### src/inc/oft_pkg.sv
// Package of constants and types for the core A offset trim register bank.
package oft_pkg;

    // ------------------------------------------------------------------
    // Register geometry
    // ------------------------------------------------------------------
    localparam int TRIM_W = 16;
    localparam int FIELD_W = 12;
    localparam int FIELD_MSB = 11;
    localparam int TRIM_NUM = 3;
    localparam int ADDR_W = 12;
    localparam int IDX_W = 10;
    localparam int DATA_W = 32;
    localparam int BEN_W = 4;
    localparam int LANE_W = 8;

    // Printed register indices; the byte address is four times the index.
    localparam logic [IDX_W-1:0] IDX_DUAL_INB = 10'h346;
    localparam logic [IDX_W-1:0] IDX_SINGLE_INA = 10'h348;
    localparam logic [IDX_W-1:0] IDX_SINGLE_INB = 10'h34a;
    localparam logic [IDX_W-1:0] IDX_STATUS = 10'h340;

    // Slot order of the trim registers inside the bank.
    localparam int SLOT_DUAL_INB = 0;
    localparam int SLOT_SINGLE_INA = 1;
    localparam int SLOT_SINGLE_INB = 2;
    localparam logic [TRIM_NUM-1:0][IDX_W-1:0] TRIM_IDX =
        {IDX_SINGLE_INB, IDX_SINGLE_INA, IDX_DUAL_INB};

    // ------------------------------------------------------------------
    // Reset values and field positions
    // ------------------------------------------------------------------
    localparam logic [TRIM_W-1:0] TRIM_RESET = 16'h0000;
    localparam logic [DATA_W-1:0] RDATA_RESET = 32'h00000000;
    localparam logic [FIELD_W-1:0] OFFSET_RESET = 12'h000;
    localparam int STAT_SEL_LSB = 0;
    localparam int STAT_VALID_BIT = 2;

    // Which trim is steering core A.
    typedef enum logic [1:0] {
        SEL_NONE,
        SEL_DUAL_INB,
        SEL_SINGLE_INA,
        SEL_SINGLE_INB
    } oft_sel_t;

endpackage

### src/inc/oft_trim_if.sv
// Interface between the bank and one trim register.
`timescale 1ns/10ps
interface oft_trim_if;
    logic wr_en;
    logic fuse_ld;
    logic [oft_pkg::TRIM_W-1:0] wdata;
    logic [1:0] ben;
    logic [oft_pkg::TRIM_W-1:0] fuse_data;
    logic [oft_pkg::TRIM_W-1:0] q;

    modport bank (
        output wr_en,
        output fuse_ld,
        output wdata,
        output ben,
        output fuse_data,
        input q
    );

    modport trim (
        input wr_en,
        input fuse_ld,
        input wdata,
        input ben,
        input fuse_data,
        output q
    );
endinterface

### src/rtl/oft_trim_reg.sv
// One 16-bit offset trim register with fuse preload and byte-lane writes.
`timescale 1ns/10ps
module oft_trim_reg (
    input wire logic clk,
    input wire logic rst,
    oft_trim_if.trim tif
);

    // ------------------------------------------------------------------
    // Storage
    // ------------------------------------------------------------------

    // Next value: a software write wins over a fuse load in the same cycle.
    logic [oft_pkg::TRIM_W-1:0] next_q;
    logic [oft_pkg::TRIM_W-1:0] lane_mask;
    assign lane_mask = {{oft_pkg::LANE_W{tif.ben[1]}}, {oft_pkg::LANE_W{tif.ben[0]}}};
    assign next_q = tif.wr_en ? ((tif.wdata & lane_mask) | (tif.q & ~lane_mask)) :
                    tif.fuse_ld ? tif.fuse_data : tif.q;

    // The whole word, reserved bits included, resets to zero.
    always_ff @(posedge clk or posedge rst) begin
        if (rst) begin
            tif.q <= oft_pkg::TRIM_RESET;
        end else begin
            tif.q <= next_q;
        end
    end
endmodule

### src/rtl/oft_bank.sv
// Core A offset trim register bank with an Avalon-MM slave and trim selection.
//
// Implementation choice: the Avalon-MM register port.
`timescale 1ns/10ps
module oft_bank (
    input wire logic MCLK,
    input wire logic RST,
    input wire logic [oft_pkg::ADDR_W-1:0] AVS_ADDRESS,
    input wire logic AVS_READ,
    input wire logic AVS_WRITE,
    input wire logic [oft_pkg::DATA_W-1:0] AVS_WRITEDATA,
    input wire logic [oft_pkg::BEN_W-1:0] AVS_BYTEENABLE,
    output logic [oft_pkg::DATA_W-1:0] AVS_READDATA,
    output logic AVS_WAITREQUEST,
    input wire logic FUSE_LOAD,
    input wire logic [oft_pkg::TRIM_W-1:0] FUSE_DUAL_INB,
    input wire logic [oft_pkg::TRIM_W-1:0] FUSE_SINGLE_INA,
    input wire logic [oft_pkg::TRIM_W-1:0] FUSE_SINGLE_INB,
    input wire logic CORE_DUAL_MODE,
    input wire logic CORE_SAMPLE_INB,
    input wire logic CORE_PHASE_90,
    input wire logic FG_CAL_EN,
    output logic [oft_pkg::FIELD_W-1:0] OFFSET_A,
    output logic OFFSET_A_VALID
);

    // ------------------------------------------------------------------
    // Bus handshake state
    // ------------------------------------------------------------------

    typedef enum logic {
        BUS_IDLE,
        BUS_ANSWER
    } oft_bus_t;

    oft_bus_t state;
    oft_bus_t next_state;
    logic req;
    logic answering;
    logic commit_wr;
    logic capture_rd;

    // A request is held for exactly one wait cycle, then answered.
    assign req = AVS_READ | AVS_WRITE;
    assign answering = (state == BUS_ANSWER);
    assign AVS_WAITREQUEST = req & ~answering;
    assign commit_wr = AVS_WRITE & answering;
    assign capture_rd = AVS_READ & ~answering;

    // The answer state lasts one cycle so back-to-back requests restart cleanly.
    always_comb begin
        next_state = state;
        unique case (state)
            BUS_IDLE: begin
                if (req) begin
                    next_state = BUS_ANSWER;
                end
            end
            BUS_ANSWER: begin
                next_state = BUS_IDLE;
            end
        endcase
    end

    // State register.
    always_ff @(posedge MCLK or posedge RST) begin
        if (RST) begin
            state <= BUS_IDLE;
        end else begin
            state <= next_state;
        end
    end

    // ------------------------------------------------------------------
    // Address decode
    // ------------------------------------------------------------------

    logic [oft_pkg::IDX_W-1:0] word_idx;
    logic [oft_pkg::TRIM_NUM-1:0] trim_hit;
    logic status_hit;
    logic any_hit;

    // Each register takes one aligned word; the low two address bits are ignored.
    assign word_idx = AVS_ADDRESS[oft_pkg::ADDR_W-1:2];
    assign status_hit = (word_idx == oft_pkg::IDX_STATUS);
    assign any_hit = (|trim_hit) | status_hit;

    // ------------------------------------------------------------------
    // Trim registers
    // ------------------------------------------------------------------

    oft_trim_if trim_bus[oft_pkg::TRIM_NUM] ();
    logic [oft_pkg::TRIM_W-1:0] fuse_vec [oft_pkg::TRIM_NUM];
    logic [oft_pkg::TRIM_W-1:0] trim_q [oft_pkg::TRIM_NUM];

    // Fuse words in slot order.
    assign fuse_vec[oft_pkg::SLOT_DUAL_INB] = FUSE_DUAL_INB;
    assign fuse_vec[oft_pkg::SLOT_SINGLE_INA] = FUSE_SINGLE_INA;
    assign fuse_vec[oft_pkg::SLOT_SINGLE_INB] = FUSE_SINGLE_INB;

    // One register per slot; a write lands only on the decoded slot.
    generate
        for (genvar i = 0; i < oft_pkg::TRIM_NUM; i++) begin : g_trim
            assign trim_hit[i] = (word_idx == oft_pkg::TRIM_IDX[i]);
            assign trim_bus[i].wr_en = commit_wr & trim_hit[i];
            assign trim_bus[i].fuse_ld = FUSE_LOAD;
            assign trim_bus[i].wdata = AVS_WRITEDATA[oft_pkg::TRIM_W-1:0];
            assign trim_bus[i].ben = AVS_BYTEENABLE[1:0];
            assign trim_bus[i].fuse_data = fuse_vec[i];
            assign trim_q[i] = trim_bus[i].q;

            oft_trim_reg u_trim (
                .clk(MCLK),
                .rst(RST),
                .tif(trim_bus[i])
            );
        end
    endgenerate

    // ------------------------------------------------------------------
    // Trim selection for core A
    // ------------------------------------------------------------------

    logic cond_dual_inb;
    logic cond_single_ina;
    logic cond_single_inb;
    oft_pkg::oft_sel_t next_sel;
    oft_pkg::oft_sel_t sel;
    logic [oft_pkg::FIELD_W-1:0] next_offset;
    logic next_valid;

    // Operating conditions; dual input B takes priority over the phase case.
    assign cond_dual_inb = FG_CAL_EN & CORE_DUAL_MODE & CORE_SAMPLE_INB;
    assign cond_single_ina = FG_CAL_EN & ~CORE_DUAL_MODE & ~CORE_SAMPLE_INB;
    assign cond_single_inb = FG_CAL_EN & ~CORE_DUAL_MODE & CORE_SAMPLE_INB
                             & CORE_PHASE_90;

    // Pick the slot; nothing is applied when no condition matches.
    assign next_sel = cond_dual_inb ? oft_pkg::SEL_DUAL_INB :
                      cond_single_inb ? oft_pkg::SEL_SINGLE_INB :
                      cond_single_ina ? oft_pkg::SEL_SINGLE_INA :
                      oft_pkg::SEL_NONE;
    assign next_valid = (next_sel != oft_pkg::SEL_NONE);

    // Only bits 11:0 reach the core; the reserved nibble never does.
    always_comb begin
        next_offset = oft_pkg::OFFSET_RESET;
        unique case (next_sel)
            oft_pkg::SEL_NONE: begin
                next_offset = oft_pkg::OFFSET_RESET;
            end
            oft_pkg::SEL_DUAL_INB: begin
                next_offset = trim_q[oft_pkg::SLOT_DUAL_INB][oft_pkg::FIELD_MSB:0];
            end
            oft_pkg::SEL_SINGLE_INA: begin
                next_offset = trim_q[oft_pkg::SLOT_SINGLE_INA][oft_pkg::FIELD_MSB:0];
            end
            oft_pkg::SEL_SINGLE_INB: begin
                next_offset = trim_q[oft_pkg::SLOT_SINGLE_INB][oft_pkg::FIELD_MSB:0];
            end
        endcase
    end

    // Registered offset and valid towards the datapath.
    always_ff @(posedge MCLK or posedge RST) begin
        if (RST) begin
            sel <= oft_pkg::SEL_NONE;
            OFFSET_A <= oft_pkg::OFFSET_RESET;
            OFFSET_A_VALID <= 1'b0;
        end else begin
            sel <= next_sel;
            OFFSET_A <= next_offset;
            OFFSET_A_VALID <= next_valid;
        end
    end

    // ------------------------------------------------------------------
    // Read data
    // ------------------------------------------------------------------

    logic [oft_pkg::DATA_W-1:0] trim_rd;
    logic [oft_pkg::DATA_W-1:0] status_rd;
    logic [oft_pkg::DATA_W-1:0] next_rdata;

    // Trim words sit in the low half; unmapped addresses read zero.
    assign trim_rd = trim_hit[oft_pkg::SLOT_DUAL_INB] ?
                         {16'h0000, trim_q[oft_pkg::SLOT_DUAL_INB]} :
                     trim_hit[oft_pkg::SLOT_SINGLE_INA] ?
                         {16'h0000, trim_q[oft_pkg::SLOT_SINGLE_INA]} :
                     trim_hit[oft_pkg::SLOT_SINGLE_INB] ?
                         {16'h0000, trim_q[oft_pkg::SLOT_SINGLE_INB]} :
                         oft_pkg::RDATA_RESET;
    assign status_rd = {29'h00000000, OFFSET_A_VALID, sel};
    assign next_rdata = status_hit ? status_rd : trim_rd;

    // Read data are captured in the wait cycle and stand through the answer.
    always_ff @(posedge MCLK or posedge RST) begin
        if (RST) begin
            AVS_READDATA <= oft_pkg::RDATA_RESET;
        end else if (capture_rd) begin
            AVS_READDATA <= next_rdata;
        end
    end
endmodule

### config.mk
export PLATFORM = sky130hd
export DESIGN_NAME = oft_bank
export DESIGN_NICKNAME = d
export VERILOG_FILES = /design/src/inc/oft_pkg.sv /design/src/inc/oft_trim_if.sv /design/src/rtl/oft_trim_reg.sv /design/src/rtl/oft_bank.sv
export SDC_FILE = /design/constraint.sdc
export NUM_CORES = 1
export LEC_CHECK = 0
export BUFFER_PORTS_ARGS = -buffer_cell sky130_fd_sc_hd__buf_2
export CAP_MARGIN = 20
export CORE_ASPECT_RATIO = 1.75
export CORE_UTILIZATION = 25
export CTS_BUF_LIST = sky130_fd_sc_hd__clkbuf_2 sky130_fd_sc_hd__clkbuf_4 sky130_fd_sc_hd__clkbuf_8
export DETAILED_ROUTE_END_ITERATION = 12
export PLACE_DENSITY = 0.55
export SYNTH_ARGS = -nofsm -noshare
export SYNTH_HDL_FRONTEND = slang
export SYNTH_SLANG_ARGS = --single-unit
### constraint.sdc
create_clock -name MCLK -period 3.5 [get_ports MCLK]
set_clock_uncertainty 0.15 [all_clocks]
set_input_delay 0.7 -clock MCLK [delete_from_list [all_inputs] [get_ports MCLK]]
set_output_delay 0.7 -clock MCLK [all_outputs]
set_load 0.05 [all_outputs]
* Word level (Yosys, flattened, before mapping)
Index checks and enable logic that the tools add are counted.
** Cells by class
- Equality and inequality tests :: 7
- Reduce and logical (&&, ||, !) cells :: 5
- Bitwise operators :: 24
- Mux-type cells :: 16
** Operators by type and width (count)
- $mux 16 :: 10
- $and 16x16->16 :: 4
- $or 16x16->16 :: 3
- $pmux 12 s4 :: 1
- $eq 10x10->1 const B :: 4
- $not 16->16 :: 1
- $and 1x1->1 :: 12
- $reduce_bool 2->1 :: 4
- $mux 2 :: 3
- $eq 2x2->1 const B :: 2
- $not 1->1 :: 3
- $eq 2x1->1 const B :: 1
- $logic_not 2->1 :: 1
- $pmux 1 s2 :: 1
- $mux 1 :: 1
- $or 1x1->1 :: 1
** Storage, ports and cells
- Bits in registers :: 96
- Input port bits :: 105
- Output and inout port bits :: 46
- Logic and storage cells :: 60

* Depth between registers and ports, before layout
- Word-level depth :: 8
- Depth in mapped cells :: 7
- Gate-level depth less buffers :: 4

* By module
From an unflattened synthesis, not the netlist that was laid out.
** Second synthesis, totals
- Cell total of the unflattened synthesis :: 408
- Area, all modules :: 4625.7 sq um
** Modules (own cells, without submodules)
- oft_trim_reg :: area each 885.8 sq um, sequential area each 400.4 sq um, times used 3, cells each 65
- oft_bank :: area each 1968.1 sq um, sequential area each 800.8 sq um, times used 1, cells each 213

* Worst setup path before layout
No wires, ideal clock.
- Path type :: input port to flip-flop
- Start :: input AVS_ADDRESS[3] in the netlist's numbering
- End :: register with a tool-made name
- Data required time :: 3.227 ns
- Arrival time :: 2.302 ns
- Setup slack :: 0.925 ns
- Library setup time :: 0.123 ns
- Stages on the path :: 5
- Path buffers :: 1
- Cells stage by stage :: buf_2 -> or3b_2 -> nor4_4 -> mux2_1 -> o221a_2
** RTL lines
- from (decl) :: RTL line oft_bank.sv:8 : input wire logic [oft_pkg::ADDR_W-1:0] AVS_ADDRESS,

==> results.py <==
metrics = {
    "status": {
        "outcome": "completed",
    },
    "worst_setup_path": {
        "r2r-start": "answering",
        "critPathTopFamily": "simple AND/OR/NAND/NOR gates",
        "slowest_delay_ns": 0.54,
        "cp.buffers_inverters": 1,
        "slowest_stage": "mux2_1",
        "criticalPathCategory": "in2reg",
        "cp.arrival_ns": 2.59,
        "worstRegToRegCells": 4,
        "reg2reg_slack_ns": 1.27,
        "worstPathCellList": "buf_2, nand4b_1, nor4_4, mux2_1, o221a_2",
        "required_ns": 3.60,
        "critPathLaunchType": "input port",
        "path_max_fanout": 8,
        "crit_path_end_kind": "flop",
    },
    "die": {
        "floorplan.initialDensity_pct": 25.8,
        "std_cell_rows": 61,
        "die_y_um": 172,
        "ios": 151,
        "fp.coreArea_um2": 16000,
        "fp.dieArea_um2": 17100,
        "die_width_um": 99.3,
    },
    "yosys": {
        "syn_area_um2": 4140,
        "synth_top_family_by_area": "compound AO/OA/AOI/OAI gates",
        "synth_cell_types": 45,
        "synthXorXnorAreaFrac_pct": 0,
        "synth_compound_area_share_pct": 26.3,
        "yosys_warnings": 0,
        "syn_inst": 360,
        "muxShareOfSynthArea_pct": 1.72,
        "synth-seq-cells": 80,
        "synth.yosys.seq_area_share_pct": 48.4,
        "synth-adder-area-share_pct": 0,
        "yosys.area_share.simple_pct": 17.0,
        "syn_avg_cell_area_um2": 11.5,
    },
    "routing": {
        "vias_per_cell": 5.28,
        "dr.pass1.iters": 6,
        "ant_nets": 0,
        "via_count": 3544,
        "drtIter0Drc": 255,
        "drt_wl_total_um": 13800,
        "avgRoutedWirePerCell_um": 20.5,
        "drc": 0,
    },
    "grt": {
        "grt_use_total_pct": 16.6,
        "grt_antenna_before_repair": 1,
        "first_global_vias": 3626,
        "grt.overflow.total": 0,
        "grt_max_degree": 33,
        "grt_pass1_wl_um": 20800,
    },
    "sta": {
        "finalCritPeriodShare_pct": 71.2,
        "fin_tns_setup_ns": 0,
        "tightestPinTransition_ns": 0.761,
        "slew_violations": 0,
        "hold_viol": 0,
        "relSlewSlack_pct": 49.1,
        "rsz0062_at_grt": "false",
        "whs_ns": 0.164,
        "setup_viol": 0,
        "fmax_mhz": 401,
        "fin_crit_ns": 2.49,
    },
    "cts": {
        "cts.path.max_buffers": 2,
        "clk_pin_slew_ns": 0.09,
        "clk_latency_ns": 0.36,
        "htree_levels": 3,
        "root_buffer": "clkbuf_8",
        "cts_tree": "done",
        "postCtsSetupBuffers": 0,
        "postCtsHoldBufs": 0,
        "ctsResizeCount": 0,
        "cts_buffers": 9,
        "cts.sinks": 80,
    },
    "finish": {
        "antenna_cells": 0,
        "area_growth_pct": 23.2,
        "nFillCells": 1675,
        "final_area_um2": 5100,
        "fin_nets": 582,
        "fin_cells": 671,
        "drive_gt1_share_pct": 48.5,
    },
    "power": {
        "ir_worst_vdd_mv": 0.148,
        "p_per_area_nw_per_um2": 419,
        "power.leakage_nw": 2.39,
    },
    "placement": {
        "dpl_cell_area_um2": 4900,
        "dpl.hpwl_um": 10600,
        "dp_cells": 655,
        "portBuffers": 114,
        "gp_congestion": 0.822,
    },
    "job": {
        "cap_violations": 0,
    },
    "hold_path": {
        "hp-class": "in2async",
    },
}
## through the flow
step,util (%),power [mW],worst slack (ns)
after floorplan,-,1.33,0.598
after global placement,30.5,1.45,0.649
after detailed placement,30.5,1.46,0.613
after CTS,31.8,2.15,0.999
after global routing,31.8,2.23,0.937
final,31.8,2.14,1.01
## report_power, final
group / total, mW / internal (mW) / switching [mW] / leakage, nW
Combinational: 0.404 / 0.159 / 0.245 / 1.32
Sequential: 1.04 / 0.988 / 0.0480 / 0.968
Clock: 0.697 / 0.356 / 0.342 / 0.103
## synthesized netlist by cell type
library cell / number / area share (%)
dfrtp_1: 80 / 48
o221a_2: 44 / 12
or2_2: 33 / 5.0
nand2_1: 23 / 2.1
nand3b_1: 19 / 3.4
buf_4: 17 / 3.1
clkbuf_1: 15 / 1.4
a22o_1: 14 / 3.0
o21ai_0: 14 / 1.7
inv_1: 13 / 1.2
a22oi_1: 12 / 2.2
a222oi_1: 11 / 2.7
nor2_1: 6 / 0.54
mux2_1: 4 / 1.1
o221a_1: 4 / 1.1
a21oi_1: 3 / 0.36
and3b_1: 3 / 0.64
and4b_1: 3 / 0.73
nand2b_1: 3 / 0.45
nand3_1: 3 / 0.36
nor2b_1: 3 / 0.45
nor4_4: 3 / 1.5
o21a_1: 3 / 0.54
a211oi_1: 2 / 0.36
a2bb2oi_1: 2 / 0.42
buf_2: 2 / 0.24
clkbuf_2: 2 / 0.24
o41ai_4: 2 / 1.3
a21o_1: 1 / 0.18
a31oi_1: 1 / 0.15
and3_1: 1 / 0.15
buf_1: 1 / 0.091
buf_6: 1 / 0.27
conb_1: 1 / 0.091
mux2_2: 1 / 0.27
mux2_4: 1 / 0.36
nand4b_1: 1 / 0.21
nor3_1: 1 / 0.12
nor3b_2: 1 / 0.30
o211a_1: 1 / 0.24
o21bai_1: 1 / 0.18
or3_1: 1 / 0.15
or3_4: 1 / 0.27
or3b_2: 1 / 0.21
or4b_4: 1 / 0.33
## metal layers
layer / GRT usage, % / vias to the layer above / routed length [um]
met1: 16.9 / 1750 / 4720
met4: 10.2 / 2 / 617
met2: 30.6 / 164 / 7550
li1: - / 1591 / -
met5: 0 / - / 10
met3: 3.52 / 37 / 888
## worst max-delay path by stage
stage                         startpoint  cells after the start  slack, ns         endpoint
after detailed placement  AVS_ADDRESS[9]                      5       0.61             flop
after global routing      AVS_ADDRESS[5]                      5       0.94             flop
after global placement    AVS_ADDRESS[9]                      5       0.65             flop
after CTS                 AVS_ADDRESS[9]                      5        1.0             flop
final                     AVS_ADDRESS[9]                      5       1.01             flop
after floorplan                      RST                      1       0.60  AVS_READDATA[0]
## worst register-to-register path: stages, from the launching register on
cell     delay, ns
dfrtp_1       0.37
nand2_1       0.27
nor4_4        0.46
mux2_1        0.54
o221a_2       0.34
## cells by family (layout without fill, tap and decap cells)
kind of cell,count (synthesis),after routing
compound gates,115,115
buf+inv,51,158
flops,80,80
mux,6,6
other cells,1,16
simple gates,107,107
## area by class of cell
cell class                      count  area, um2  share of cell area, %
Timing Repair Buffer              129        683                   13.4
Sequential cell                    80       2000                   39.3
Tap cell                          189        236                   4.64
Clock inverter                      5       56.3                   1.10
Clock buffer                       11        145                   2.85
Inverter                           13       50.0                  0.982
Multi-Input combinational cell    244       1920                   37.8
## placed cells by master, fill, tap and decap left out, types with 3 or more instances in the layout
master and instances:
a21oi_1 3, a222oi_1 11, a22o_1 14, a22oi_1 12, and3b_1 3, and4b_1 3, buf_2 114, buf_4 15
clkbuf_8 10, clkinv_2 3, conb_1 16, dfrtp_1 80, inv_1 12, mux2_1 4, nand2_1 23, nand2b_1 3
nand3_1 3, nand3b_1 19, nor2_1 6, nor2b_1 3, nor4_4 3, o21a_1 3, o21ai_0 14, o221a_1 4
o221a_2 44, or2_2 33
No activity file was read; power rests on OpenSTA's default activity.
